$ cat config.mk
export PLATFORM = sky130hd
export DESIGN_NAME = fws_ctrl
export DESIGN_NICKNAME = d
export VERILOG_FILES = /design/src/logic/fws_pkg.sv /design/src/logic/fws_sync.sv /design/src/logic/fws_ctrl.sv
export SDC_FILE = /design/constraint.sdc
export NUM_CORES = 1
export LEC_CHECK = 0
export ABC_AREA = 1
export BUFFER_PORTS_ARGS = -buffer_cell sky130_fd_sc_hd__buf_4
export CAP_MARGIN = 30
export CORE_UTILIZATION = 35
export DETAILED_ROUTE_END_ITERATION = 12
export PLACE_DENSITY = 0.61
export SETUP_SLACK_MARGIN = 0.15
export SLEW_MARGIN = 10
export SYNTH_ARGS = -nofsm -noshare
export SYNTH_HDL_FRONTEND = slang
export SYNTH_SLANG_ARGS = --single-unit
$ cat constraint.sdc
create_clock -name sys_clk -period 2.74 [get_ports sys_clk]
set_input_delay 0.137 -clock sys_clk [delete_from_list [all_inputs] [get_ports sys_clk]]
set_output_delay 0.137 -clock sys_clk [all_outputs]
set_load 0.03 [all_outputs]
$ cat src/logic/fws_pkg.sv
// constants for the parallel flash sequencer: register map, fields, timing
// assumes a 10 MHz system clock; all pin timing is counted in whole cycles
package fws_pkg;

    // ==========================================================
    // clock and pin widths
    localparam int unsigned CLK_NS = 100;
    localparam int unsigned NS_PER_US = 1000;
    localparam int unsigned NS_PER_S = 1000000000;
    localparam int unsigned FL_ADDR_W = 22;
    localparam int unsigned FL_DATA_W = 16;
    localparam int unsigned SYNC_STAGES = 2;
    localparam int unsigned CNT_W = 8;

    // ==========================================================
    // pin timing, least times round up
    localparam int unsigned T_WP_NS = 60;
    localparam int unsigned T_WPH_NS = 30;
    localparam int unsigned T_WR_RD_NS = 30;
    localparam int unsigned T_AS_NS = 10;
    localparam int unsigned T_PWH_NS = 30;
    localparam int unsigned T_ACC_NS = 90;
    localparam int unsigned T_BFD_EXTRA_NS = 50;
    localparam int unsigned T_BFD_QRY_EXTRA_NS = 100;
    localparam int unsigned WP_CYC = (T_WP_NS + CLK_NS - 1) / CLK_NS;
    localparam int unsigned WPH_CYC = (T_WPH_NS + T_WR_RD_NS + CLK_NS - 1) / CLK_NS;
    localparam int unsigned AS_CYC = (T_AS_NS + CLK_NS - 1) / CLK_NS;
    localparam int unsigned PWH_CYC = (T_PWH_NS + CLK_NS - 1) / CLK_NS;
    localparam int unsigned ACC_CYC = (T_ACC_NS + CLK_NS - 1) / CLK_NS;
    localparam int unsigned BFD_CYC = (T_ACC_NS + T_BFD_EXTRA_NS + CLK_NS - 1) / CLK_NS;
    localparam int unsigned BFD_QRY_CYC = (T_ACC_NS + T_BFD_QRY_EXTRA_NS + CLK_NS - 1) / CLK_NS;

    // ==========================================================
    // completion limits, longest times round down
    localparam int unsigned PRG_SUSP_US = 10;
    localparam int unsigned ERS_SUSP_US = 20;
    localparam int unsigned ERES_US = 500;
    localparam int unsigned ERASE_PARAM_S = 4;
    localparam int unsigned ERASE_MAIN_S = 5;
    localparam int unsigned PRG_SUSP_CYC = PRG_SUSP_US * NS_PER_US / CLK_NS;
    localparam int unsigned ERS_SUSP_CYC = ERS_SUSP_US * NS_PER_US / CLK_NS;
    localparam int unsigned ERES_CYC = ERES_US * NS_PER_US / CLK_NS;
    localparam int unsigned ERASE_PARAM_CYC = ERASE_PARAM_S * (NS_PER_S / CLK_NS);
    localparam int unsigned ERASE_MAIN_CYC = ERASE_MAIN_S * (NS_PER_S / CLK_NS);

    // ==========================================================
    // register map, byte offsets
    localparam logic [7:0] OFS_CMD = 8'h00;
    localparam logic [7:0] OFS_ADDR = 8'h04;
    localparam logic [7:0] OFS_WDATA = 8'h08;
    localparam logic [7:0] OFS_RDATA = 8'h0c;
    localparam logic [7:0] OFS_STAT = 8'h10;
    localparam logic [2:0] IDX_CMD = 3'h0;
    localparam logic [2:0] IDX_ADDR = 3'h1;
    localparam logic [2:0] IDX_WDATA = 3'h2;
    localparam logic [2:0] IDX_RDATA = 3'h3;
    localparam logic [2:0] IDX_STAT = 3'h4;
    localparam logic [2:0] IDX_NONE = 3'h7;

    // ==========================================================
    // command register fields
    localparam int unsigned CMD_OP_LO = 0;
    localparam int unsigned CMD_BANK = 2;
    localparam int unsigned CMD_OTP = 3;
    localparam int unsigned CMD_SUSP = 4;
    localparam int unsigned CMD_RESUME = 5;
    localparam int unsigned CMD_QRY = 6;
    localparam int unsigned CMD_GLOBAL = 7;
    localparam int unsigned CMD_TMO_LO = 8;
    localparam logic [1:0] OP_WRITE = 2'h0;
    localparam logic [1:0] OP_READ = 2'h1;
    localparam logic [1:0] OP_POLL = 2'h2;
    localparam logic [1:0] TMO_MAIN = 2'h0;
    localparam logic [1:0] TMO_PARAM = 2'h1;
    localparam logic [1:0] TMO_ERS_SUSP = 2'h2;
    localparam logic [1:0] TMO_PRG_SUSP = 2'h3;
    localparam logic [15:0] CMD_RST = 16'h0000;

    // ==========================================================
    // status word bits, flash status bits
    localparam int unsigned ST_BUSY = 0;
    localparam int unsigned ST_READY = 1;
    localparam int unsigned ST_REF_OTP = 2;
    localparam int unsigned ST_REF_SUSP = 3;
    localparam int unsigned ST_TMO = 4;
    localparam int unsigned ST_RES_OPEN = 5;
    localparam int unsigned SR_PART_RDY = 7;
    localparam int unsigned SR_GLOB_RDY = 15;
    localparam logic [15:0] SR_DETAIL_MASK = 16'hff81;
    localparam logic [1:0] RESP_OKAY = 2'h0;
    localparam logic [1:0] RESP_SLVERR = 2'h2;

    // ==========================================================
    // pin sequencer states, gray from FWS_IDLE through FWS_GAP
    typedef enum logic [2:0] {
        FWS_IDLE = 3'h0,
        FWS_SETUP = 3'h1,
        FWS_ACT = 3'h3,
        FWS_HOLD = 3'h2,
        FWS_GAP = 3'h6
    } fws_state_t;

endpackage

$ cat src/logic/fws_sync.sv
// two flip-flop synchroniser for pin inputs
// assumes inputs are asynchronous to sys_clk
`timescale 1ns/100ps
`default_nettype none

module fws_sync #(
    parameter int unsigned W = 16
) (
    // clock, reset, enable
    input wire logic sys_clk,
    input wire logic rst,
    input wire logic ce,
    // data
    input wire logic [W-1:0] d,
    output logic [W-1:0] q
);

    // ==========================================================
    // state
    typedef struct packed {
        logic [W-1:0] meta_ff;
        logic [W-1:0] sync_ff;
    } fws_sync_t;

    fws_sync_t s_ff;
    fws_sync_t nxt_s;

    always_comb
    begin
        nxt_s = s_ff;
        nxt_s.meta_ff = d;
        nxt_s.sync_ff = s_ff.meta_ff;
    end

    always_ff @(posedge sys_clk)
    begin
        if (rst)
            s_ff <= '0;
        else if (ce)
            s_ff <= nxt_s;
    end

    assign q = s_ff.sync_ff;

endmodule

`default_nettype wire

$ cat src/logic/fws_ctrl.sv
// host sequencer for an asynchronous parallel flash with per-partition status
// assumes an AXI4-Lite master on sys_clk; flash pins are asynchronous
`timescale 1ns/100ps
`default_nettype none

module fws_ctrl
    import fws_pkg::*;
#(
    parameter int unsigned RESUME_CYC = fws_pkg::ERES_CYC,
    parameter int unsigned ERASE_MAIN_TMO = fws_pkg::ERASE_MAIN_CYC,
    parameter int unsigned ERASE_PARAM_TMO = fws_pkg::ERASE_PARAM_CYC
) (
    // clock, reset, enable
    input wire logic sys_clk,
    input wire logic rst,
    input wire logic ce,
    // axi4-lite write
    input wire logic [7:0] awaddr,
    input wire logic awvalid,
    output logic awready,
    input wire logic [31:0] wdata,
    input wire logic [3:0] wstrb,
    input wire logic wvalid,
    output logic wready,
    output logic [1:0] bresp,
    output logic bvalid,
    input wire logic bready,
    // axi4-lite read
    input wire logic [7:0] araddr,
    input wire logic arvalid,
    output logic arready,
    output logic [31:0] rdata,
    output logic [1:0] rresp,
    output logic rvalid,
    input wire logic rready,
    // flash pins
    output logic [fws_pkg::FL_ADDR_W-1:0] fl_addr,
    output logic bank_select_0_n,
    output logic bank_select_1_n,
    output logic fl_we_n,
    output logic fl_oe_n,
    input wire logic [fws_pkg::FL_DATA_W-1:0] fl_dq_in,
    output logic [fws_pkg::FL_DATA_W-1:0] fl_dq_out,
    output logic fl_dq_oe
);

    // ==========================================================
    // state
    typedef struct packed {
        fws_state_t st;
        logic [CNT_W-1:0] cnt;
        logic [CNT_W-1:0] bfd_cnt;
        logic [31:0] res_cnt;
        logic [31:0] tmo_cnt;
        logic [15:0] cmd;
        logic [FL_ADDR_W-1:0] addr;
        logic [FL_DATA_W-1:0] wdat;
        logic [FL_DATA_W-1:0] rdat;
        logic ready;
        logic ref_otp;
        logic ref_susp;
        logic tmo;
        logic aw_held;
        logic [7:0] aw_q;
        logic w_held;
        logic [31:0] w_q;
        logic [3:0] ws_q;
        logic bv;
        logic [1:0] br;
        logic rv;
        logic [31:0] rd;
        logic [1:0] rr;
        logic [FL_ADDR_W-1:0] p_addr;
        logic [1:0] p_bank_n;
        logic p_we_n;
        logic p_oe_n;
        logic [FL_DATA_W-1:0] p_dq;
        logic p_dq_oe;
    } fws_ctrl_t;

    localparam fws_ctrl_t RST_S = '{st: FWS_IDLE, cmd: CMD_RST, p_bank_n: 2'h3, p_we_n: 1'b1,
                                    p_oe_n: 1'b1, default: '0};

    fws_ctrl_t s_ff;
    fws_ctrl_t nxt_s;
    logic [FL_DATA_W-1:0] dq_sync;

    // ==========================================================
    // helpers
    function automatic logic [2:0] reg_idx(input logic [7:0] a);
        case (a)
            OFS_CMD: reg_idx = IDX_CMD;
            OFS_ADDR: reg_idx = IDX_ADDR;
            OFS_WDATA: reg_idx = IDX_WDATA;
            OFS_RDATA: reg_idx = IDX_RDATA;
            OFS_STAT: reg_idx = IDX_STAT;
            default: reg_idx = IDX_NONE;
        endcase
    endfunction

    function automatic logic [31:0] merge(input logic [31:0] old, input logic [31:0] nw, input logic [3:0] be);
        logic [31:0] r;
        r = old;
        for (int i = 0; i < 4; i++)
            if (be[i])
                r[i*8 +: 8] = nw[i*8 +: 8];
        return r;
    endfunction

    fws_sync #(.W(FL_DATA_W)) u_dq_sync (
        .sys_clk(sys_clk),
        .rst(rst),
        .ce(ce),
        .d(fl_dq_in),
        .q(dq_sync)
    );

    // ==========================================================
    // next state
    always_comb
    begin
        logic [31:0] mw;
        logic [15:0] c;
        logic [1:0] op;
        logic [1:0] c_op;
        logic busy;
        logic rdy_bit;
        mw = '0;
        c = s_ff.cmd;
        op = s_ff.cmd[CMD_OP_LO +: 2];
        c_op = '0;
        busy = (s_ff.st != FWS_IDLE);
        rdy_bit = s_ff.cmd[CMD_GLOBAL] ? s_ff.rdat[SR_GLOB_RDY] : s_ff.rdat[SR_PART_RDY];
        nxt_s = s_ff;
        if (s_ff.res_cnt != '0)
            nxt_s.res_cnt = s_ff.res_cnt - 32'h1;
        if (s_ff.bfd_cnt != '0)
            nxt_s.bfd_cnt = s_ff.bfd_cnt - 8'h1;
        if (busy && s_ff.tmo_cnt != '0)
            nxt_s.tmo_cnt = s_ff.tmo_cnt - 32'h1;

        // axi write side
        if (awvalid && !s_ff.aw_held && !s_ff.bv)
        begin
            nxt_s.aw_held = 1'b1;
            nxt_s.aw_q = awaddr;
        end
        if (wvalid && !s_ff.w_held && !s_ff.bv)
        begin
            nxt_s.w_held = 1'b1;
            nxt_s.w_q = wdata;
            nxt_s.ws_q = wstrb;
        end
        if (s_ff.bv && bready)
            nxt_s.bv = 1'b0;
        if (s_ff.aw_held && s_ff.w_held && !s_ff.bv)
        begin
            nxt_s.aw_held = 1'b0;
            nxt_s.w_held = 1'b0;
            nxt_s.bv = 1'b1;
            nxt_s.br = RESP_OKAY;
            case (reg_idx(s_ff.aw_q))
                IDX_ADDR:
                begin
                    mw = merge({10'h0, s_ff.addr}, s_ff.w_q, s_ff.ws_q);
                    if (busy)
                        nxt_s.br = RESP_SLVERR;
                    else
                        nxt_s.addr = mw[FL_ADDR_W-1:0];
                end
                IDX_WDATA:
                begin
                    mw = merge({16'h0, s_ff.wdat}, s_ff.w_q, s_ff.ws_q);
                    if (busy)
                        nxt_s.br = RESP_SLVERR;
                    else
                        nxt_s.wdat = mw[FL_DATA_W-1:0];
                end
                IDX_CMD:
                begin
                    mw = merge({16'h0, s_ff.cmd}, s_ff.w_q, s_ff.ws_q);
                    c = mw[15:0];
                    c_op = c[CMD_OP_LO +: 2];
                    if (busy)
                        nxt_s.br = RESP_SLVERR;
                    else if (c_op == OP_WRITE && c[CMD_OTP] && c[CMD_BANK])
                        nxt_s.ref_otp = 1'b1;
                    else if (c_op == OP_WRITE && c[CMD_SUSP] && s_ff.res_cnt != '0)
                        nxt_s.ref_susp = 1'b1;
                    else
                    begin
                        nxt_s.cmd = c;
                        nxt_s.st = FWS_SETUP;
                        nxt_s.cnt = CNT_W'(AS_CYC);
                        nxt_s.ready = 1'b0;
                        nxt_s.ref_otp = 1'b0;
                        nxt_s.ref_susp = 1'b0;
                        nxt_s.tmo = 1'b0;
                        case (c[CMD_TMO_LO +: 2])
                            TMO_PARAM: nxt_s.tmo_cnt = ERASE_PARAM_TMO;
                            TMO_ERS_SUSP: nxt_s.tmo_cnt = ERS_SUSP_CYC;
                            TMO_PRG_SUSP: nxt_s.tmo_cnt = PRG_SUSP_CYC;
                            default: nxt_s.tmo_cnt = ERASE_MAIN_TMO;
                        endcase
                        if (c_op == OP_WRITE && c[CMD_RESUME])
                            nxt_s.res_cnt = RESUME_CYC;
                    end
                end
                default: nxt_s.br = RESP_SLVERR;
            endcase
        end

        // axi read side
        if (s_ff.rv && rready)
            nxt_s.rv = 1'b0;
        if (arvalid && !s_ff.rv)
        begin
            nxt_s.rv = 1'b1;
            nxt_s.rr = RESP_OKAY;
            case (reg_idx(araddr))
                IDX_CMD: nxt_s.rd = {16'h0, s_ff.cmd};
                IDX_ADDR: nxt_s.rd = {10'h0, s_ff.addr};
                IDX_WDATA: nxt_s.rd = {16'h0, s_ff.wdat};
                IDX_RDATA: nxt_s.rd = {16'h0, s_ff.rdat};
                IDX_STAT: nxt_s.rd = {26'h0, (s_ff.res_cnt != '0), s_ff.tmo, s_ff.ref_susp,
                                      s_ff.ref_otp, s_ff.ready, busy};
                default:
                begin
                    nxt_s.rd = '0;
                    nxt_s.rr = RESP_SLVERR;
                end
            endcase
        end

        // pin sequencer
        case (s_ff.st)
            FWS_IDLE:
            begin
                nxt_s.p_bank_n = 2'h3;
                nxt_s.p_we_n = 1'b1;
                nxt_s.p_oe_n = 1'b1;
                nxt_s.p_dq_oe = 1'b0;
            end
            FWS_SETUP:
            begin
                nxt_s.p_addr = s_ff.addr;
                nxt_s.p_bank_n = s_ff.cmd[CMD_BANK] ? 2'h1 : 2'h2;
                nxt_s.p_dq = s_ff.wdat;
                nxt_s.p_dq_oe = (op == OP_WRITE);
                if (s_ff.cnt != '0)
                    nxt_s.cnt = s_ff.cnt - 8'h1;
                else if (op != OP_WRITE && s_ff.bfd_cnt != '0)
                    nxt_s.cnt = '0;
                else
                begin
                    nxt_s.st = FWS_ACT;
                    if (op == OP_WRITE)
                    begin
                        nxt_s.p_we_n = 1'b0;
                        nxt_s.cnt = CNT_W'(WP_CYC - 1);
                    end
                    else
                    begin
                        nxt_s.p_oe_n = 1'b0;
                        nxt_s.cnt = CNT_W'(ACC_CYC + SYNC_STAGES - 1);
                    end
                end
            end
            FWS_ACT:
            begin
                if (s_ff.cnt != '0)
                    nxt_s.cnt = s_ff.cnt - 8'h1;
                else
                begin
                    nxt_s.st = FWS_HOLD;
                    nxt_s.p_we_n = 1'b1;
                    nxt_s.p_oe_n = 1'b1;
                    if (op != OP_WRITE)
                        nxt_s.rdat = dq_sync[SR_PART_RDY] ? dq_sync : (dq_sync & SR_DETAIL_MASK);
                end
            end
            FWS_HOLD:
            begin
                nxt_s.st = FWS_GAP;
                nxt_s.p_bank_n = 2'h3;
                nxt_s.cnt = CNT_W'((op == OP_WRITE) ? WPH_CYC - 1 : PWH_CYC - 1);
                if (op == OP_WRITE)
                    nxt_s.bfd_cnt = CNT_W'(s_ff.cmd[CMD_QRY] ? BFD_QRY_CYC : BFD_CYC);
            end
            FWS_GAP:
            begin
                nxt_s.p_dq_oe = 1'b0;
                if (s_ff.cnt != '0)
                    nxt_s.cnt = s_ff.cnt - 8'h1;
                else if (op != OP_POLL)
                    nxt_s.st = FWS_IDLE;
                else if (rdy_bit)
                begin
                    nxt_s.st = FWS_IDLE;
                    nxt_s.ready = 1'b1;
                end
                else if (s_ff.tmo_cnt == '0)
                begin
                    nxt_s.st = FWS_IDLE;
                    nxt_s.tmo = 1'b1;
                end
                else
                begin
                    nxt_s.st = FWS_SETUP;
                    nxt_s.cnt = CNT_W'(AS_CYC);
                end
            end
            default: nxt_s.st = FWS_IDLE;
        endcase
    end

    always_ff @(posedge sys_clk)
    begin
        if (rst)
            s_ff <= RST_S;
        else if (ce)
            s_ff <= nxt_s;
    end

    // ==========================================================
    // outputs
    assign awready = ce && !s_ff.aw_held && !s_ff.bv;
    assign wready = ce && !s_ff.w_held && !s_ff.bv;
    assign bvalid = s_ff.bv;
    assign bresp = s_ff.br;
    assign arready = ce && !s_ff.rv;
    assign rvalid = s_ff.rv;
    assign rdata = s_ff.rd;
    assign rresp = s_ff.rr;
    assign fl_addr = s_ff.p_addr;
    assign bank_select_0_n = s_ff.p_bank_n[0];
    assign bank_select_1_n = s_ff.p_bank_n[1];
    assign fl_we_n = s_ff.p_we_n;
    assign fl_oe_n = s_ff.p_oe_n;
    assign fl_dq_out = s_ff.p_dq;
    assign fl_dq_oe = s_ff.p_dq_oe;

endmodule

`default_nettype wire

# ---- Yosys cells after proc, flatten, opt, wreduce, memory -nomap -nowiden
# Cells that the tools add are included.
dict set report totals {
  reg_bits 316
  word_cells 241
}
dict set report op_classes {
  n_addsub 4
  n_eq_ne 30
  mux 93
  bitwise 4
  n_reduce_logical 74
}
# op n
set ops {}
lappend ops {{80-bit two-way mux} 4}
lappend ops {{8-bit two-way mux} 20}
lappend ops {{118-bit two-way mux} 1}
lappend ops {{22-bit case mux with 5 select lines} 1}
lappend ops {{32-bit two-way mux} 3}
lappend ops {{26-bit case mux with 3 select lines} 1}
lappend ops {{32-bit nonzero test} 2}
lappend ops {{32-bit by 1-bit subtractor with 32-bit output, second input constant} 2}
lappend ops {{11-bit two-way mux} 5}
lappend ops {{3-bit case mux with 5 select lines} 3}
lappend ops {{22-bit two-way mux} 2}
lappend ops {{37-bit two-way mux} 1}
lappend ops {{35-bit two-way mux} 1}
lappend ops {{5-bit AND reduction} 7}
lappend ops {{8-bit by 4-bit equality test with 1-bit output, second input constant} 4}
lappend ops {{32-bit logical NOT} 1}
lappend ops {{16-bit two-way mux} 2}
lappend ops {{8-bit case mux with 4 select lines} 1}
lappend ops {{1-bit two-way mux} 22}
lappend ops {{2-bit two-way mux} 11}
lappend ops {{2-bit AND reduction} 11}
lappend ops {{1-bit logical AND} 21}
lappend ops {{3-bit two-way mux} 7}
lappend ops {{6-bit AND reduction} 3}
lappend ops {{other kinds (30)} 69}

# ---- Depth between registers and ports, before layout
# Gate-level depths: netlist (run 1).
dict set report depth {
  word_depth 19
  depth_mapped 14
}

# ---- By module
# From an unflattened synthesis (run 1), not the netlist that was laid out.
dict set report unflattened {
  cells_unflattened 2037
  area_unflattened_um2 14495.2
}
# mod instances cells_each area_each_um2
set modules_own_cells {}
lappend modules_own_cells {fws_ctrl 1 1834 13020.0}
lappend modules_own_cells {fws_sync 1 203 1475.2}

# ---- Worst setup path after synthesis (run 1)
# No wires, ideal clock.
dict set report synth_timing {
  path_kind {register to register}
  startpoint {reg s_ff (netlist bit bvalid)}
  endpoint {reg s_ff[100] (netlist bit)}
  setup_ns 0.064
  t_arrival_ns 1.849
  slack_ns 0.827
  path_stages_with_launch 9
  path_buffers 1
  period_less_slack_ns 1.913
  path_cell_list {dfxtp_1 > nor2_1 > inv_2 > nor2_1 > nand2_1 > inv_1 > buf_2 > nor2_1 > nor2_1}
}
dict set report synth_via {
  elab_chain_cells 3
}
# item line_no
set synth_lines {}
lappend synth_lines {{start, declared} fws_ctrl.sv:84} ;# fws_ctrl_t s_ff;
lappend synth_lines {{start signal, assigned} fws_ctrl.sv:322} ;# s_ff <= nxt_s;
lappend synth_lines {{1-bit logical NOT} fws_ctrl.sv:148} ;# if (wvalid && !s_ff.w_held && !s_ff.bv)
lappend synth_lines {{1-bit logical AND} fws_ctrl.sv:148}
lappend synth_lines {{2-bit AND reduction (no line)} --}
# Every way passes these cells.
# A chain may end at the register's enable or synchronous reset.

# ---- Worst setup path after layout (run 1)
dict set report layout_timing {
  startpoint {reg s_ff[233] (netlist bit)}
  endpoint {reg s_ff[254] (netlist bit)}
}
dict set report layout_via {
  elab_chain_cells 8
  word_cells_on_any_way 10
}
# item line_no
set layout_lines {}
lappend layout_lines {{32-bit by 1-bit subtractor with 32-bit output / 32-bit nonzero test (equally long branches)} {fws_ctrl.sv:136, fws_ctrl.sv:135, fws_ctrl.sv:188}}
lappend layout_lines {{32-bit two-way mux} fws_ctrl.sv:135} ;# if (s_ff.res_cnt != '0)
lappend layout_lines {{32-bit two-way mux} fws_ctrl.sv:205} ;# if (c_op == OP_WRITE && c[CMD_RESUME])
lappend layout_lines {{80-bit two-way mux} fws_ctrl.sv:188} ;# else if (c_op == OP_WRITE && c[CMD_SUSP] && s_ff.res_cnt != '0)
lappend layout_lines {{80-bit two-way mux} fws_ctrl.sv:186} ;# else if (c_op == OP_WRITE && c[CMD_OTP] && c[CMD_BANK])
lappend layout_lines {{80-bit two-way mux} fws_ctrl.sv:184} ;# if (busy)
lappend layout_lines {{80-bit two-way mux} fws_ctrl.sv:162} ;# case (reg_idx(s_ff.aw_q))
lappend layout_lines {{118-bit two-way mux (*)} fws_ctrl.sv:156} ;# if (s_ff.aw_held && s_ff.w_held && !s_ff.bv)
# Every way passes the cells marked *; elsewhere a longest branch is shown, timed or not.

==> reports/summary.md, run 1 <==
During synthesis, Yosys emitted a total of 0 warnings. Excluding fillers, the count of instances in the completed layout stands at 2,622. The flow ran to the end, and the final reports show no timing, DRC or antenna violations.

Post-CTS clock slew at the launch and capture registers of the worst setup and hold paths: 0.06 ns. The final clock period utilization by the worst path is 0.8634, and the data required time at the worst endpoint is 3.21 ns. The global-route total usage across every layer is 0.1894.

The area inside the core boundary came out at 0.03892 mm2. The primary flip-flop cell chosen by synthesis mapping was sky130_fd_sc_hd__dfxtp_1. The largest voltage drop on the vdd net came out at 0.6073 mV. Synthesis inferred 293 register bits.

The clock net in this run drives a total of 293 sinks. Yosys mapped a number of flops with a built-in enable equal to 0. The largest net degree at the start of global routing is 88.

For this run, the top clock speed supported by timing is 422.7 MHz. The relative area change from synthesis to final layout works out to 19.47%. Yosys mapped the design onto 53 distinct sky130hd cell types. The count of buffers added on input and output ports is 136. At the placement stage, the worst setup path has a slack of 0.3397 ns. The routed design has 38,790 um of wire. Die width: 201.4 um.

The final setup skew was 0.02224 ns. For the number of max-cap violations, the log shows 0. The starting DRC count in detailed routing was 905.

After the last flow step, the layout net total stands at 2,160. Counting along the longest clock path gives a buffer depth of 3. The detail-routed via count per cell was 4.923; the worst slew slack as a fraction of its limit was 0.5576. For the final routed database, the setup TNS stands at 0 ns. The tools report the final worst slack as 0.3742 ns. The wire length per cell after detailed routing was 14.79 um; the placement row count was 72. In this run the remaining antenna-violating nets after routing total 0. The tools report the first-pass GRT wire length as 63,160 um. Insertion delay of the later-clocked pin in the worst-skew pair: 0.59 ns.

The number of placed cells counting well taps came out at 2,511. After detailed routing, the number of remaining DRC violations is 0. The run gives 7.186 nW as the leakage component of the power.

For the pin with the worst max-slew slack, the measured transition is 0.6627 ns. Type of the worst setup path: register to register. TritonCTS built the clock tree.

The logs give 5 for the number of optimization iterations in the first detailed-route pass and 1 for the H-tree depth. In this run the vertical extent of the chip is 201.4 um. The worst setup path is captured at a register. The maximum fanout encountered on the critical timing path is 8, and the number of hold-slack violations in the final timing report is 0. STA classifies the critical path startpoint as a register.

Synthesis produced a netlist whose cell count is 1,967. The buffer type at the clock tree root was sky130_fd_sc_hd__clkbuf_16. The tools report the sequential element share of the synthesized area as 0.4216. 160 I/O pins were placed.

The final max-slew violation count is 0. Clock period minus final worst setup slack: 2.366 ns. Setup repair after global routing could not meet its margin everywhere. The tightest min-delay check is of the primary input to register type.

The aggregate global routing overflow came out at 0. The initial cell density of the core is 0.3575, and the final weighted congestion in routability-driven placement is 0.8929. Power spread over the standard cell area amounts to 780.2 mW/mm2. The number of global-route vias before repair is 12,355, and the overall via count from detail_route is 12,908. The async set-or-reset flop fraction in the synthesized netlist was 0; the layout cell share with drive strength beyond 1 was 0.1435. The tools report the total half-perimeter wirelength after legalization and detailed placement as 27,710 um.

0 antenna diodes ended up in the layout. After synthesis, the mean cell area works out to 7.073 um2. The count of endpoints failing setup in the final report was 0.

After synthesis the cells add up to 0.01391 mm2. Number of antenna violations at the first check in global routing: 0. Number of buffers added for setup after CTS: 0.

Buffers inserted during clock tree synthesis total 31. Total power for the finished layout comes to 12.97 mW. The signal arrival time at the worst endpoint is 2.83 ns. The die covers 0.04055 mm2.
per-layer routing:
metal	track usage	vias to the layer above	part of all wire
met2	0.3164	318	0.46
li1	-	6550	-
met5	0	-	0
met4	0.06845	0	0.037
met3	0.02721	82	0.049
met1	0.2474	5958	0.45
worst paths after layout:
| kind | startpoint | end | slack, ns | cells past startpoint |
|---|---|---|---|---|
| worst min register to register | fl_oe_n$_SDFFE_PP1P_ | fl_oe_n$_SDFFE_PP1P_ | 0.46 | 2 |
| worst max-delay path | s_ff[233]$_SDFFE_PP0P_ | s_ff[254]$_SDFFE_PP0P_ | 0.37 | 13 |
| worst min-delay path | ce | u_dq_sync.q[14]$_SDFFE_PP0P_ | 0.01 | 4 |
| worst max register to register | s_ff[233]$_SDFFE_PP0P_ | s_ff[254]$_SDFFE_PP0P_ | 0.37 | 13 |
metrics by stage:
stage               utilization  hold slack [ns]  instance area, um2
floorplan                     -           0.2719               13950
global placement         0.3849           0.3648               14980
detailed placement       0.3849           0.3637               14980
CTS                      0.4268         0.001845               16610
global route             0.4271          0.03554               16620
finish                   0.4271          0.01391               16620
cell type report:
cell class / count / area, um2
fill: 4006 / 22300
multi-input combinational: 1381 / 6625
sequential: 293 / 5866
timing repair buffer: 217 / 1784
clock buffer: 47 / 915.9
tap: 518 / 648.1
inverter: 155 / 586.8
clock inverter: 11 / 195.2
sequential cells by signal, summed over array words and instances (netlist names):
register,flops
bank_select_0_n,1
bank_select_1_n,1
bresp,1
bvalid,1
fl_addr,22
fl_dq_oe,1
fl_dq_out,16
fl_oe_n,1
fl_we_n,1
rdata,22
rresp,1
rvalid,1
s_ff,192
u_dq_sync.nxt_s,16
u_dq_sync.q,16
what timing repair did:
item / 4_1_cts / 5_1_grt
gates resized for setup: 0 / 1
endpoints found under the hold margin: 60 / 0
hold buffers: 52 / 0
setup endpoints to repair: 0 / 14
report_power, final:
| part | switching, mW | total [mW] | internal (mW) |
|---|---|---|---|
| clock network | 1.79 | 4.56 | 2.77 |
| logic | 2.17 | 3.42 | 1.25 |
| registers | 0.341 | 4.98 | 4.64 |
Yosys cell counts, types with 18 or more instances:
| library cell | n | share of area |
|---|---|---|
| sky130_fd_sc_hd__o21ai_1 | 18 | 0.0065 |
| sky130_fd_sc_hd__xor2_1 | 31 | 0.020 |
| sky130_fd_sc_hd__nor2_1 | 404 | 0.11 |
| sky130_fd_sc_hd__a21oi_1 | 133 | 0.048 |
| sky130_fd_sc_hd__nand2_1 | 313 | 0.084 |
| sky130_fd_sc_hd__nor3_1 | 32 | 0.012 |
| sky130_fd_sc_hd__nor2_2 | 22 | 0.0099 |
| sky130_fd_sc_hd__inv_2 | 23 | 0.0062 |
| sky130_fd_sc_hd__nand4_1 | 21 | 0.0094 |
| sky130_fd_sc_hd__buf_4 | 78 | 0.042 |
| sky130_fd_sc_hd__nand3_1 | 87 | 0.031 |
| sky130_fd_sc_hd__o21ai_0 | 197 | 0.071 |
| sky130_fd_sc_hd__dfxtp_1 | 293 | 0.42 |
| sky130_fd_sc_hd__inv_1 | 129 | 0.035 |
| sky130_fd_sc_hd__clkbuf_1 | 54 | 0.015 |
kinds of logic after synthesis:
group,synth area share
simple gates,0.2957
buf+inv,0.1061
other cells,0.0002695
flops,0.4216
fa+ha+maj,0.004497
compound gates,0.1472
xor+xnor,0.02455
worst max-delay path: stages, from the launching register on:
cell                      delay [ns]
sky130_fd_sc_hd__dfxtp_1        0.31
sky130_fd_sc_hd__inv_1          0.09
sky130_fd_sc_hd__ha_1           0.19
sky130_fd_sc_hd__nand2_1        0.09
sky130_fd_sc_hd__nor2_2         0.23
sky130_fd_sc_hd__nand4_2        0.22
sky130_fd_sc_hd__nand2_2        0.20
sky130_fd_sc_hd__nand2_4        0.11
sky130_fd_sc_hd__nor2_4         0.20
sky130_fd_sc_hd__nand4_4        0.19
sky130_fd_sc_hd__nand2_4        0.16
sky130_fd_sc_hd__inv_2          0.11
sky130_fd_sc_hd__o21ai_1        0.09
sky130_fd_sc_hd__nor2_1         0.05
cells in the final DEF, fill, tap and decap left out, drive strengths merged, types with 31 or more instances in the layout:
| master | n |
|---|---|
| a21oi | 134 |
| buf | 165 |
| clkbuf | 47 |
| dfxtp | 293 |
| dlygate4sd3 | 52 |
| inv | 155 |
| nand2 | 319 |
| nand3 | 90 |
| nor2 | 437 |
| nor3 | 35 |
| o21ai | 215 |
| xor2 | 31 |
No activity file was read; power rests on OpenSTA's default activity.
==> run 2: changes to the inputs <==
- PLACE_DENSITY: 0.61 -> unset
- PLACE_DENSITY_LB_ADDON: unset -> 0.1
==> run 2 against run 1 <==
  * Total power up 3.1%
  * Global-route usage up 1.4 points
  * Sequential share of layout area down 0.30 points
  * Non-clock buffer count up 3
  * Sequential power about the same
  * Flip-flop and latch count unchanged
  * First-iteration DRC count down 22%
  * Combinational power about the same
  * Via count down 0.58%
  * Register-to-register slack better by 0.07 ns
  * Critical path type unchanged
  * Largest power group unchanged
==> reports/summary.md, run 2 (synthesis gave the netlist of run 1 again) <==
The number of global-route vias before repair was 12,559; the overall via count from detail_route was 12,833. TritonCTS built the clock tree. The clock net sink count was 293. From bottom edge to top edge, the die measures 201.4 um. After routing the design area is 0.01676 mm2.

Number of antenna violations at the first check in global routing: 1. For the worst setup path, the data arrival time is 2.73 ns. In this run, the number of DRC markers left after iteration 0 of detailed routing was 704.

In this run the worst hold path is classified as primary input to register. In this run the static leakage power is 7.258 nW. In the final design database the tool counted 2,168 nets.

Power spread over the standard cell area amounts to 797.6 mW/mm2. The run gives 0.54 ns as the insertion delay of the later-clocked pin in the worst-skew pair. The port buffer count is 136. The cell seen most often among critical-path stages was sky130_fd_sc_hd__nand2_2.

s_ff holds more flip-flops than any other register. The clock buffer count from CTS is 36. Setup violations remaining at the end of the flow were counted as 0.

The flow ran to the end, and the final reports show no timing, DRC or antenna violations. Final weighted congestion in routability-driven placement: 0.8745. The buffer type at the clock tree root was sky130_fd_sc_hd__clkbuf_16.

The layout has 4,059 filler cells. Setup repair after global routing left no endpoint under its margin. Number of hold-slack violations in the final timing report: 0. For this design the top-level I/O count stands at 160. Once placement finished, the instance area stood at 0.01499 mm2. The library cell used most frequently in the layout, excluding fill and tap cells, is sky130_fd_sc_hd__nor2_1.

The post-detailed-route count of antenna-violating nets is 0. STA classifies the critical path endpoint as a register. The layout cell share with drive strength beyond 1 came out at 0.1482. The largest voltage drop on the vdd net was 0.4422 mV; the final clock period utilization by the worst path was 0.8363.

The die footprint came out at 0.04055 mm2. The clock period minus final worst setup slack came out at 2.291 ns. The number of flip-flops under the largest register name was 192; the total detailed-routing wirelength was 41,400 um. In this run, post-CTS repair resized a total of 0 instances.

The number of buffers and inverters on the critical path works out to 2. Clock-pin slew was measured on the worst setup and hold paths at 0.06 ns. In this run the worst path has a maximum fanout of 8.

Grouping stages by cell kind, the critical path spends the most delay in simple AND/OR/NAND/NOR gates. For the pin with the worst max-slew slack, the measured transition is 0.6664 ns. Leaving out fill and tap cells, the most frequent cells in the layout are 403 x sky130_fd_sc_hd__nor2_1, 313 x sky130_fd_sc_hd__nand2_1, 293 x sky130_fd_sc_hd__dfxtp_1. The worst slew slack as a fraction of its limit was 0.5551; the slack of the worst reg-to-reg path was 0.45 ns.

The core occupancy in the finished layout came out at 0.4307. The initialized floorplan defines 72 standard-cell rows. From left edge to right edge, the die measures 201.4 um. The H-tree was split into 2 levels. The first global-routing pass estimated 65,900 um of wire. For the number of optimization iterations in the first detailed-route pass, the log shows 5.

The relative area change from synthesis to final layout is 20.49%, and the wire length per cell after detailed routing is 15.73 um. Initial cell density of the core: 0.3575. Static timing analysis puts the maximum clock frequency at 436.4 MHz. The detail-routed via count per cell works out to 4.878. For this run the aggregate overflow at the end of global routing stands at 0.

The run gives 0.2030 as the global-route total usage across every layer. The tools report the total half-perimeter wirelength after legalization and detailed placement as 29,500 um. The worst setup path is launched from a register. Across the routed clock network, the largest skew measured is 0.02189 ns. The highest-delay cell along the critical path is sky130_fd_sc_hd__dfxtp_1. The final max-slew violation count came out at 0.

Summed over all failing endpoints, the final setup total negative slack is 0 ns. The critical path is of the register to register type. Entering global routing, the biggest net connects 67 pins.

The run gives 3 as the number of buffers on the longest clock path. Traced cell by cell, the critical path runs through inv_1 > ha_1 > nand2_1 > nor2_2 > nand4_2 > nand2_2 > nand2_4 > nor2_4 > nand4_4 > nand2_2 > inv_2 > o21ai_1 > nor2_1. The data required time at the worst endpoint is 3.18 ns. For this run, design rule violations remaining after detail routing come to 0.

The core region is 0.03892 mm2. The number of max-cap violations is 0. On the worst path, the slowest cell contributes a delay of 0.31 ns.
run 2: cell types whose count changed in the layout (fill, tap and decap cells not counted), sizes merged:
| cell | before | now |
|---|---|---|
| clkinvlp | 0 | 2 |
| bufinv | 5 | 3 |
| buf | 165 | 168 |
| diode | 0 | 1 |
| inv | 155 | 156 |
| clkbuf | 47 | 53 |
| clkinv | 6 | 4 |
run 2: what timing repair did:
action                                 4_1_cts  5_1_grt
endpoints found under the hold margin       63        0
setup endpoints to repair                    0        9
hold buffers                                52        0
buffers inserted                             0        0
run 2: final cells by class:
class,count,area [um2],share of cell area
Inverter,155,586.8,0.03501
Clock inverter,10,160.2,0.009554
Clock buffer,53,1085,0.06472
Multi-Input combinational cell,1381,6620,0.3949
Antenna cell,1,2.502,0.0001493
Tap cell,518,648.1,0.03867
Sequential cell,293,5866,0.3499
Timing Repair Buffer,220,1794,0.1070
run 2: worst paths after layout:
| path | to | depth (start not counted) | start |
|---|---|---|---|
| setup reg to reg | s_ff[254]$_SDFFE_PP0P_ | 13 | s_ff[233]$_SDFFE_PP0P_ |
| hold / removal | s_ff[87]$_SDFFE_PP0P_ | 3 | wdata[2] |
| setup / recovery | s_ff[254]$_SDFFE_PP0P_ | 13 | s_ff[233]$_SDFFE_PP0P_ |
| hold reg to reg | fl_oe_n$_SDFFE_PP1P_ | 2 | fl_oe_n$_SDFFE_PP1P_ |
run 2: per-layer routing:
layer | wire length, um | global-route usage | part of all wire
met3 | 1591 | 0.02948 | 0.038
met4 | 1164 | 0.06981 | 0.028
met2 | 19640 | 0.3498 | 0.47
met1 | 19000 | 0.2578 | 0.46
met5 | 0 | 0 | 0
run 2: power breakdown:
group	internal, mW	switching [mW]	total (mW)
Sequential	4.64	0.344	4.98
Combinational	1.23	2.17	3.40
Clock	3.04	1.94	4.98
run 2: worst reg2reg max path, stage by stage (launching register included):
cell and delay, ns:
sky130_fd_sc_hd__dfxtp_1 0.31, sky130_fd_sc_hd__inv_1 0.09, sky130_fd_sc_hd__ha_1 0.19, sky130_fd_sc_hd__nand2_1 0.10, sky130_fd_sc_hd__nor2_2 0.23, sky130_fd_sc_hd__nand4_2 0.22, sky130_fd_sc_hd__nand2_2 0.20, sky130_fd_sc_hd__nand2_4 0.11
sky130_fd_sc_hd__nor2_4 0.14, sky130_fd_sc_hd__nand4_4 0.17, sky130_fd_sc_hd__nand2_2 0.17, sky130_fd_sc_hd__inv_2 0.13, sky130_fd_sc_hd__o21ai_1 0.10, sky130_fd_sc_hd__nor2_1 0.05
run 2: per-stage QoR:
step	worst slack (ns)	cells	power [mW]	hold slack (ns)
3_3_place_gp	0.3858	2514	8.364	0.3633
6_report	0.4485	2631	13.37	0.01339
5_1_grt	0.2470	2631	14.23	0.06938
4_1_cts	0.3563	2629	13.49	0.01714
2_1_floorplan	0.8269	1978	7.581	0.2719
3_5_place_dp	0.3691	2514	8.392	0.3655
